File: config.mk
export PLATFORM = sky130hd
export DESIGN_NAME = adc_ctrl
export DESIGN_NICKNAME = d
export VERILOG_FILES = /design/src/adc_ctrl_pkg.sv /design/src/adc_ctrl.sv
export SDC_FILE = /design/constraint.sdc
export NUM_CORES = 1
export LEC_CHECK = 0
export BUFFER_PORTS_ARGS = -buffer_cell sky130_fd_sc_hd__buf_2
export CELL_PAD_IN_SITES_DETAIL_PLACEMENT = 1
export CELL_PAD_IN_SITES_GLOBAL_PLACEMENT = 2
export CORE_MARGIN = 10
export CORE_UTILIZATION = 34
export CTS_BUF_LIST = sky130_fd_sc_hd__clkbuf_8
export DETAILED_ROUTE_END_ITERATION = 6
export GPL_TIMING_DRIVEN = 0
export PLACE_DENSITY_LB_ADDON = 0.1
export SETUP_SLACK_MARGIN = 0.5
export SLEW_MARGIN = 20
export SYNTH_ARGS = -nofsm -noshare
export SYNTH_HDL_FRONTEND = slang
export SYNTH_SLANG_ARGS = --single-unit
export TNS_END_PERCENT = 5
File: constraint.sdc
create_clock -name clock -period 7.5 [get_ports clock]
set_input_delay 1.125 -clock clock [delete_from_list [all_inputs] [get_ports clock]]
set_output_delay 1.125 -clock clock [all_outputs]
set_load 0.01 [all_outputs]
File: src/adc_ctrl_pkg.sv
// constants for the converter control block: register map, fields, timing
// assumes a byte-wide peripheral bus with write/bit-write strobes on one clock
package adc_ctrl_pkg;
    localparam logic [15:0] MODE_ADDR      = 16'hff80;
    localparam logic [15:0] CHAN_ADDR      = 16'hff81;
    localparam logic [7:0]  MODE_RESET     = 8'h00;
    localparam logic [7:0]  CHAN_RESET     = 8'h00;
    localparam int          RUN_BIT        = 7;
    localparam int          TSEL_LSB       = 3;
    localparam int          CMP_BIT        = 0;
    localparam logic [7:0]  MODE_MASK      = 8'hb9;
    localparam logic [7:0]  CHAN_MASK      = 8'h03;
    localparam int          RESULT_BITS    = 10;
    localparam int          COUNT_BITS     = 8;
    // per timing select: upper byte is sampling clocks, lower byte is total clocks
    localparam logic [15:0] TIMING_SEL0    = 16'h0c24;
    localparam logic [15:0] TIMING_SEL1    = 16'h1830;
    localparam logic [15:0] TIMING_SEL2    = 16'h3048;
    localparam logic [15:0] TIMING_SEL3    = 16'h5870;
    localparam logic [15:0] TIMING_SEL4    = 16'h1848;
    localparam logic [15:0] TIMING_SEL5    = 16'h3060;
    localparam logic [15:0] TIMING_SEL6    = 16'h6090;
    localparam logic [15:0] TIMING_SEL7    = 16'hb0e0;

    typedef enum logic [1:0] {ST_IDLE, ST_SAMPLE, ST_CONVERT} conv_state_e;
endpackage : adc_ctrl_pkg

File: src/adc_ctrl.sv
// converter control: mode/channel registers, timing sequencer, sar stepping
// assumes comparator output is already synchronised to the peripheral clock
// assumes software keeps the timing select steady while converting; sar steps each take a tenth of the time after sampling, rounded down
`timescale 1ns/100ps
`default_nettype none
module adc_ctrl
(
    input  wire logic        clock,
    input  wire logic        srst,
    input  wire logic [15:0] reg_addr,
    input  wire logic        reg_write,
    input  wire logic        reg_bit_write,
    input  wire logic [2:0]  reg_bit_index,
    input  wire logic [7:0]  reg_wdata,
    output logic      [7:0]  reg_rdata,
    input  wire logic        comparator_out,
    output logic             comparator_power_on_out,
    output logic             sample_hold_track,
    output logic      [1:0]  analog_input_sel,
    output logic      [9:0]  dac_code,
    output logic      [9:0]  result_10bit,
    output logic      [7:0]  result_high_byte,
    output logic             conversion_done_irq
);
    import adc_ctrl_pkg::*;

    // sampling and total counts per timing select
    function automatic logic [15:0] timing_counts(input logic [2:0] sel);
        case (sel)
            3'b000:  timing_counts = TIMING_SEL0;
            3'b100:  timing_counts = TIMING_SEL4;
            3'b110:  timing_counts = TIMING_SEL6;
            3'b101:  timing_counts = TIMING_SEL5;
            3'b010:  timing_counts = TIMING_SEL2;
            3'b001:  timing_counts = TIMING_SEL1;
            3'b111:  timing_counts = TIMING_SEL7;
            default: timing_counts = TIMING_SEL3;
        endcase
    endfunction : timing_counts

    logic [7:0]            mode_reg;
    logic [7:0]            mode_next;
    logic [7:0]            chan_reg;
    logic [7:0]            chan_next;
    conv_state_e           state_reg;
    conv_state_e           state_next;
    logic [COUNT_BITS-1:0] count_reg;
    logic [9:0]            sar_reg;
    logic [9:0]            trial_reg;
    logic [9:0]            result_reg;
    logic                  done_reg;

    wire        mode_hit   = (reg_addr == MODE_ADDR);
    wire        chan_hit   = (reg_addr == CHAN_ADDR);
    wire        any_write  = (reg_write | reg_bit_write) & (mode_hit | chan_hit);
    wire [7:0]  bit_sel    = 8'h01 << reg_bit_index;
    wire        run        = mode_reg[RUN_BIT];
    wire        run_new    = mode_next[RUN_BIT];
    wire [2:0]  tsel       = mode_reg[TSEL_LSB +: 3];
    wire [15:0] counts     = timing_counts(tsel);
    wire [7:0]  samp_count = counts[15:8];
    wire [7:0]  total_count = counts[7:0];
    // reload follows the byte being written, so a combined write and start samples for the new time
    wire [15:0] counts_new = timing_counts(mode_next[TSEL_LSB +: 3]);
    wire [7:0]  samp_next  = counts_new[15:8];
    // each step of sar takes a tenth of the time after sampling, rounded down to whole clocks
    wire [7:0]  step_len   = 8'((total_count - samp_count) / 8'd10);
    wire        last_step  = trial_reg[0];

    // byte write replaces, bit write merges one bit; reserved bits stay zero
    always_comb
    begin
        mode_next = mode_reg;
        chan_next = chan_reg;
        if (mode_hit && reg_write)
            mode_next = reg_wdata & MODE_MASK;
        else if (mode_hit && reg_bit_write)
            mode_next = ((mode_reg & ~bit_sel) | (bit_sel & {8{reg_wdata[0]}})) & MODE_MASK;
        if (chan_hit && reg_write)
            chan_next = reg_wdata & CHAN_MASK;
        else if (chan_hit && reg_bit_write)
            chan_next = ((chan_reg & ~bit_sel) | (bit_sel & {8{reg_wdata[0]}})) & CHAN_MASK;
    end

    // a write restarts from sampling if the start bit is set, else returns to idle; otherwise sequencer steps on
    always_comb
    begin
        state_next = state_reg;
        if (any_write)
            state_next = run_new ? ST_SAMPLE : ST_IDLE;
        else
            case (state_reg)
                ST_IDLE:    state_next = run ? ST_SAMPLE : ST_IDLE;
                ST_SAMPLE:  if (count_reg == 8'd1) state_next = ST_CONVERT;
                ST_CONVERT: if (count_reg == 8'd1 && last_step)
                                state_next = run ? ST_SAMPLE : ST_IDLE;
                default:    state_next = ST_IDLE;
            endcase
    end

    // software-visible registers
    always_ff @(posedge clock)
    begin
        if (srst)
        begin
            mode_reg <= MODE_RESET;
            chan_reg <= CHAN_RESET;
        end
        else
        begin
            mode_reg <= mode_next;
            chan_reg <= chan_next;
        end
    end

    // counter reloads on entry to each phase and each sar step
    always_ff @(posedge clock)
    begin
        if (srst)
        begin
            state_reg <= ST_IDLE;
            count_reg <= '0;
            sar_reg   <= '0;
            trial_reg <= '0;
        end
        else
        begin
            state_reg <= state_next;
            if (state_next == ST_SAMPLE && state_reg != ST_SAMPLE || any_write)
                count_reg <= samp_next;
            else if (state_next == ST_CONVERT && count_reg == 8'd1)
                count_reg <= step_len;
            else if (count_reg != 8'd0)
                count_reg <= count_reg - 8'd1;
            if (state_reg == ST_SAMPLE && state_next == ST_CONVERT)
            begin
                trial_reg <= 10'h200;
                sar_reg   <= 10'h000;
            end
            else if (state_reg == ST_CONVERT && count_reg == 8'd1)
            begin
                if (comparator_out)
                    sar_reg <= sar_reg | trial_reg;
                trial_reg <= trial_reg >> 1;
            end
        end
    end

    // result latched after the tenth decision; done pulses one cycle
    always_ff @(posedge clock)
    begin
        if (srst)
        begin
            result_reg <= '0;
            done_reg   <= 1'b0;
        end
        else
        begin
            done_reg <= 1'b0;
            if (state_reg == ST_CONVERT && count_reg == 8'd1 && last_step && !any_write)
            begin
                result_reg <= comparator_out ? (sar_reg | trial_reg) : sar_reg;
                done_reg   <= 1'b1;
            end
        end
    end

    // read mux; unmapped addresses read zero, upper channel bits zero
    assign reg_rdata = mode_hit ? mode_reg : (chan_hit ? chan_reg : 8'h00);
    assign comparator_power_on_out = mode_reg[CMP_BIT] | run;
    assign sample_hold_track   = (state_reg == ST_SAMPLE);
    assign analog_input_sel    = chan_reg[1:0];
    assign dac_code            = sar_reg | trial_reg;
    assign result_10bit        = result_reg;
    assign result_high_byte    = result_reg[9:2];
    assign conversion_done_irq = done_reg;

    // register access and reset checks
    a_reset_mode: assert property (@(posedge clock)
        srst |=> mode_reg == 8'h00 && state_reg == ST_IDLE)
        else $error("mode not cleared by reset");
    a_reset_chan: assert property (@(posedge clock)
        srst |=> chan_reg == 8'h00 && !done_reg)
        else $error("channel not cleared by reset");
    a_mode_reserved: assert property (@(posedge clock) disable iff (srst)
        (reg_rdata & {8{mode_hit}} & 8'h46) == 8'h00)
        else $error("reserved mode bit set");
    a_bit_write_run: assert property (@(posedge clock) disable iff (srst)
        mode_hit && reg_bit_write && !reg_write && reg_bit_index == 3'(RUN_BIT) |=> run == $past(reg_wdata[0]))
        else $error("start bit write lost");
    a_chan_bit: assert property (@(posedge clock) disable iff (srst)
        chan_hit && reg_bit_write && !reg_write && reg_bit_index == 3'h0 |=> chan_reg[0] == $past(reg_wdata[0]))
        else $error("channel bit write lost");
    a_chan_upper: assert property (@(posedge clock) disable iff (srst)
        chan_reg[7:2] == 6'h00)
        else $error("channel upper bits set");
    a_power_gate: assert property (@(posedge clock) disable iff (srst)
        (mode_reg[7] | mode_reg[0]) == comparator_power_on_out)
        else $error("comparator power wrong");

    // sequencer timing checks
    a_run_starts: assert property (@(posedge clock) disable iff (srst)
        run && state_reg == ST_IDLE && !any_write |=> state_reg == ST_SAMPLE)
        else $error("start did not begin sampling");
    a_stop_holds: assert property (@(posedge clock) disable iff (srst)
        !run && state_reg == ST_IDLE && !any_write |=> state_reg == ST_IDLE && !done_reg)
        else $error("stopped converter moved");
    a_write_abort: assert property (@(posedge clock) disable iff (srst)
        any_write && run_new |=> state_reg == ST_SAMPLE && count_reg == samp_count)
        else $error("write did not restart");
    a_stop_idle: assert property (@(posedge clock) disable iff (srst)
        any_write && !run_new |=> state_reg == ST_IDLE)
        else $error("write with stop did not idle");
    a_sample_load: assert property (@(posedge clock) disable iff (srst)
        $rose(sample_hold_track) |-> count_reg == samp_count)
        else $error("sampling count not loaded");
    a_sample_end: assert property (@(posedge clock) disable iff (srst)
        state_reg == ST_SAMPLE && count_reg == 8'd1 && !any_write
        |=> state_reg == ST_CONVERT && count_reg == step_len)
        else $error("sampling did not end on count");
    a_first_trial: assert property (@(posedge clock) disable iff (srst)
        $fell(sample_hold_track) && state_reg == ST_CONVERT |-> dac_code == 10'h200)
        else $error("first trial not at mid scale");

    // result hand-off checks
    a_repeat_run: assert property (@(posedge clock) disable iff (srst)
        state_reg == ST_CONVERT && count_reg == 8'd1 && last_step && run && !any_write
        |=> state_reg == ST_SAMPLE && done_reg && count_reg == samp_count)
        else $error("conversion did not repeat");
    a_done_result: assert property (@(posedge clock) disable iff (srst)
        done_reg |-> state_reg != ST_CONVERT && result_high_byte == result_10bit[9:2])
        else $error("done without result");
    a_done_pulse: assert property (@(posedge clock) disable iff (srst)
        done_reg |=> !done_reg)
        else $error("done longer than one cycle");
endmodule : adc_ctrl
`default_nettype wire

==> metrics.txt <==
status=finished, final reports clean; NumNets Final=538; H-tree levels=2; Post-Synthesis Cells=421; postcts setup bufs=0; RSZ-0062 raised after global routing=false; Die Y=117.8 microns; pwr dens=154.5 nW/um^2; Cell variety after synth=72; post-route antenna net violation count=0; EDFF count, synth=0; static leakage=1.737 nW; Worst-Skew Late Latency=300 ps; vias in the first global route=3199; VDD IR max=0.07695 mV; GRT Util Overall=13.78%; Hold WC Path Type=register to register; Yosys reg bits=48; Net Sw Frac=31.52%; PortBufs=67; routability-driven placement congestion ratio=0.8466; clock buffer depth=2; Psw=0.0001877 W; critical path required time=7700 ps; Setup crit start kind=register; clk_skew=7.532 ps; Die W=117.8 microns; minimum clock period after layout=4589 ps; Gate power share=24.1%; fmax=217.9 MHz; core area=9284 sq um; CP arrival=4790 ps; Tightest Pin Transition=891.4 ps; routed len/inst=15.54 microns; Crit. End Element=register; total number of vias=3285; Setup violations, final=0; P&R area growth vs syn=18.38%; Slew HR=40.11%; Worst-path clk slew=90 ps; max cap viols=0; Seq/Total Area, Yosys=29.53%; Async SR Flop Fraction=0%; TritonRoute pass-1 iters=4; final hold violation count=0; DRC Markers=0; Synth Flop Type=dfxtp_1; worst slack at placement=2878 ps; Post-Syn Area per Cell=7.730 sq um; share of cells above drive strength 1=24.75%; cell family with most CP delay=adder cells; die area=13890 sq um; Detailed Route WL=9728 microns; critical setup path kind=register to register; ordered list of cells on the worst path=mux2i_1, inv_1, ha_1, buf_4, nor3_2, o22ai_2, buf_4, nor3_2, mux2i_1, a22oi_1, inv_1, ha_1, mux2_4, ha_1, nor4b_1, mux2i_1, nand4b_1, o211ai_2; Post-Place Cells=618; via/cell ratio=5.248; Fin Setup TNS=0 ps; final slew viol count=0; crit-path max cell delay=450 ps; yosys warns=0; Hold Startpoint=count_reg[1]; Starting Density=35.05%; worst reg2reg startpoint=mode_reg[3]; ANT cells=0; CP Launch Point=mode_reg[3]; post-DP HPWL=7724 microns; FP Rows=35; final worst slack=2911 ps; antenna violations before repair=0; first-pass GRT wire length=16410 microns; Post-CTS Hold Fix Bufs=0; grt ovf=0; sequential power share=47.9%; Pint=0.0004077 W; Clk pwr share=28.1%; Ports=73; Max stage delay cell, worst path=dfxtp_1; CP max FO=10; largest net degree at the start of global routing=16; period utilisation layout=61.19%; TritonCTS Buffers=5; Hold WS=488.1 ps; Post-Syn Area=3254 sq um; post-placement cell area=3755 sq um; CTS Root Cell=clkbuf_8; CTS tree=yes; Layout Cells excl Fill=626; Final Cell Area=3852 sq um; WP buf/inv=4; number of clock sinks=48; Iter 0 DRT Violations=166; Post-CTS Resized=0
## kinds of logic (layout without fill, tap and decap cells)
group	Yosys count	count (layout)	share of synthesized area [%]
muxes	12	12	3.845
and+or+nand+nor	171	171	27.30
DFF	48	48	29.53
xor gates and xnor gates	17	17	4.575
AOI/OAI and AO/OA	117	117	24.03
other	1	2	0.1152
buffers and inverters	45	120	6.766
adders and majority gates	10	10	3.845
## layer usage
layer | wire length, microns | share of wire, % | global-route usage [%] | vias up
li1 | - | - | - | 1642
met1 | 4868 | 50 | 19.04 | 1585
met2 | 4499 | 46 | 21.78 | 50
met3 | 268 | 2.8 | 2.014 | 8
met4 | 90 | 0.93 | 3.400 | 0
met5 | 0 | 0 | 0 | -
## power by group through the flow
stage	registers, W	logic (W)	clock network, W
2_1_floorplan	0.000287	0.000107	0
3_3_place_gp	0.000290	0.000137	0
3_5_place_dp	0.000291	0.000143	0
4_1_cts	0.000285	0.000144	0.000173
5_1_grt	0.000287	0.000161	0.000186
6_report	0.000285	0.000143	0.000167
## final cells by class
cell class | instances | area [sq um]
buffer | 29 | 160.2
tap | 129 | 161.4
sequential | 48 | 960.9
fill | 1198 | 5431
clock inverter | 2 | 15.01
timing repair buffer | 67 | 335.3
multi-input combinational | 329 | 2077
inverter | 16 | 60.06
clock buffer | 6 | 82.58
## synthesized netlist by cell type (4+ instances only)
cell      instances  area, sq um
buf_4            12        90.09
xor2_1           10        87.58
and2_1            8        50.05
mux2i_1          11        110.1
xnor2_1           7        61.31
buf_2             5        25.02
a211oi_1         13        97.59
a21oi_1          44        220.2
nor2_1           54        202.7
nand2b_1          4        25.02
nand3_1           7        35.03
or2_2            11        68.82
nor4b_1           4        35.03
inv_1            15        56.30
nor3_1            7        35.03
nand2_1          36        135.1
o21ai_0          13        65.06
and3_1            5        31.28
ha_1             10        125.1
dfxtp_1          48        960.9
clkbuf_1         11        41.29
a32oi_1           4        35.03
## placed cells by master (no fill, tap or decap), types with 3 or more instances in the layout
cell | netlist | layout
a211o_1 | 3 | 3
a211oi_1 | 13 | 13
a21oi_1 | 44 | 44
a21oi_2 | 3 | 3
a31oi_1 | 3 | 3
a32oi_1 | 4 | 4
and2_1 | 8 | 8
and3_1 | 5 | 5
buf_2 | 5 | 72
buf_4 | 12 | 12
clkbuf_1 | 11 | 11
clkbuf_8 | 0 | 6
dfxtp_1 | 48 | 48
ha_1 | 10 | 10
inv_1 | 15 | 15
mux2i_1 | 11 | 11
nand2_1 | 36 | 36
nand2b_1 | 4 | 4
nand3_1 | 7 | 7
nand3b_1 | 3 | 3
nand4_1 | 3 | 3
nor2_1 | 54 | 54
nor2_2 | 3 | 3
nor2b_1 | 3 | 3
nor3_1 | 7 | 7
nor4_1 | 3 | 3
nor4b_1 | 4 | 4
o21a_1 | 3 | 3
o21ai_0 | 13 | 13
o21ai_1 | 3 | 3
o31ai_1 | 3 | 3
or2_1 | 3 | 3
or2_2 | 11 | 11
xnor2_1 | 7 | 7
xor2_1 | 10 | 10
## through the flow
step / utilization [%] / power, W
after floorplan: - / 0.0003945
after global placement: 40.44 / 0.0004270
after detailed placement: 40.44 / 0.0004342
after CTS: 41.50 / 0.0006016
after global routing: 41.50 / 0.0006340
final: 41.50 / 0.0005954
## worst min-delay path: stages (launching register included)
cell and delay [ps]:
dfxtp_1 330, nand2_1 60, o21ai_1 50
## worst paths after layout
path	to	cells after the start	slack, ps
max	count_reg[0]	18	2910
min	count_reg[1]	2	490
max reg2reg	count_reg[0]	18	2910
min reg2reg	count_reg[1]	2	490
Power figures use the tool's default switching activity.
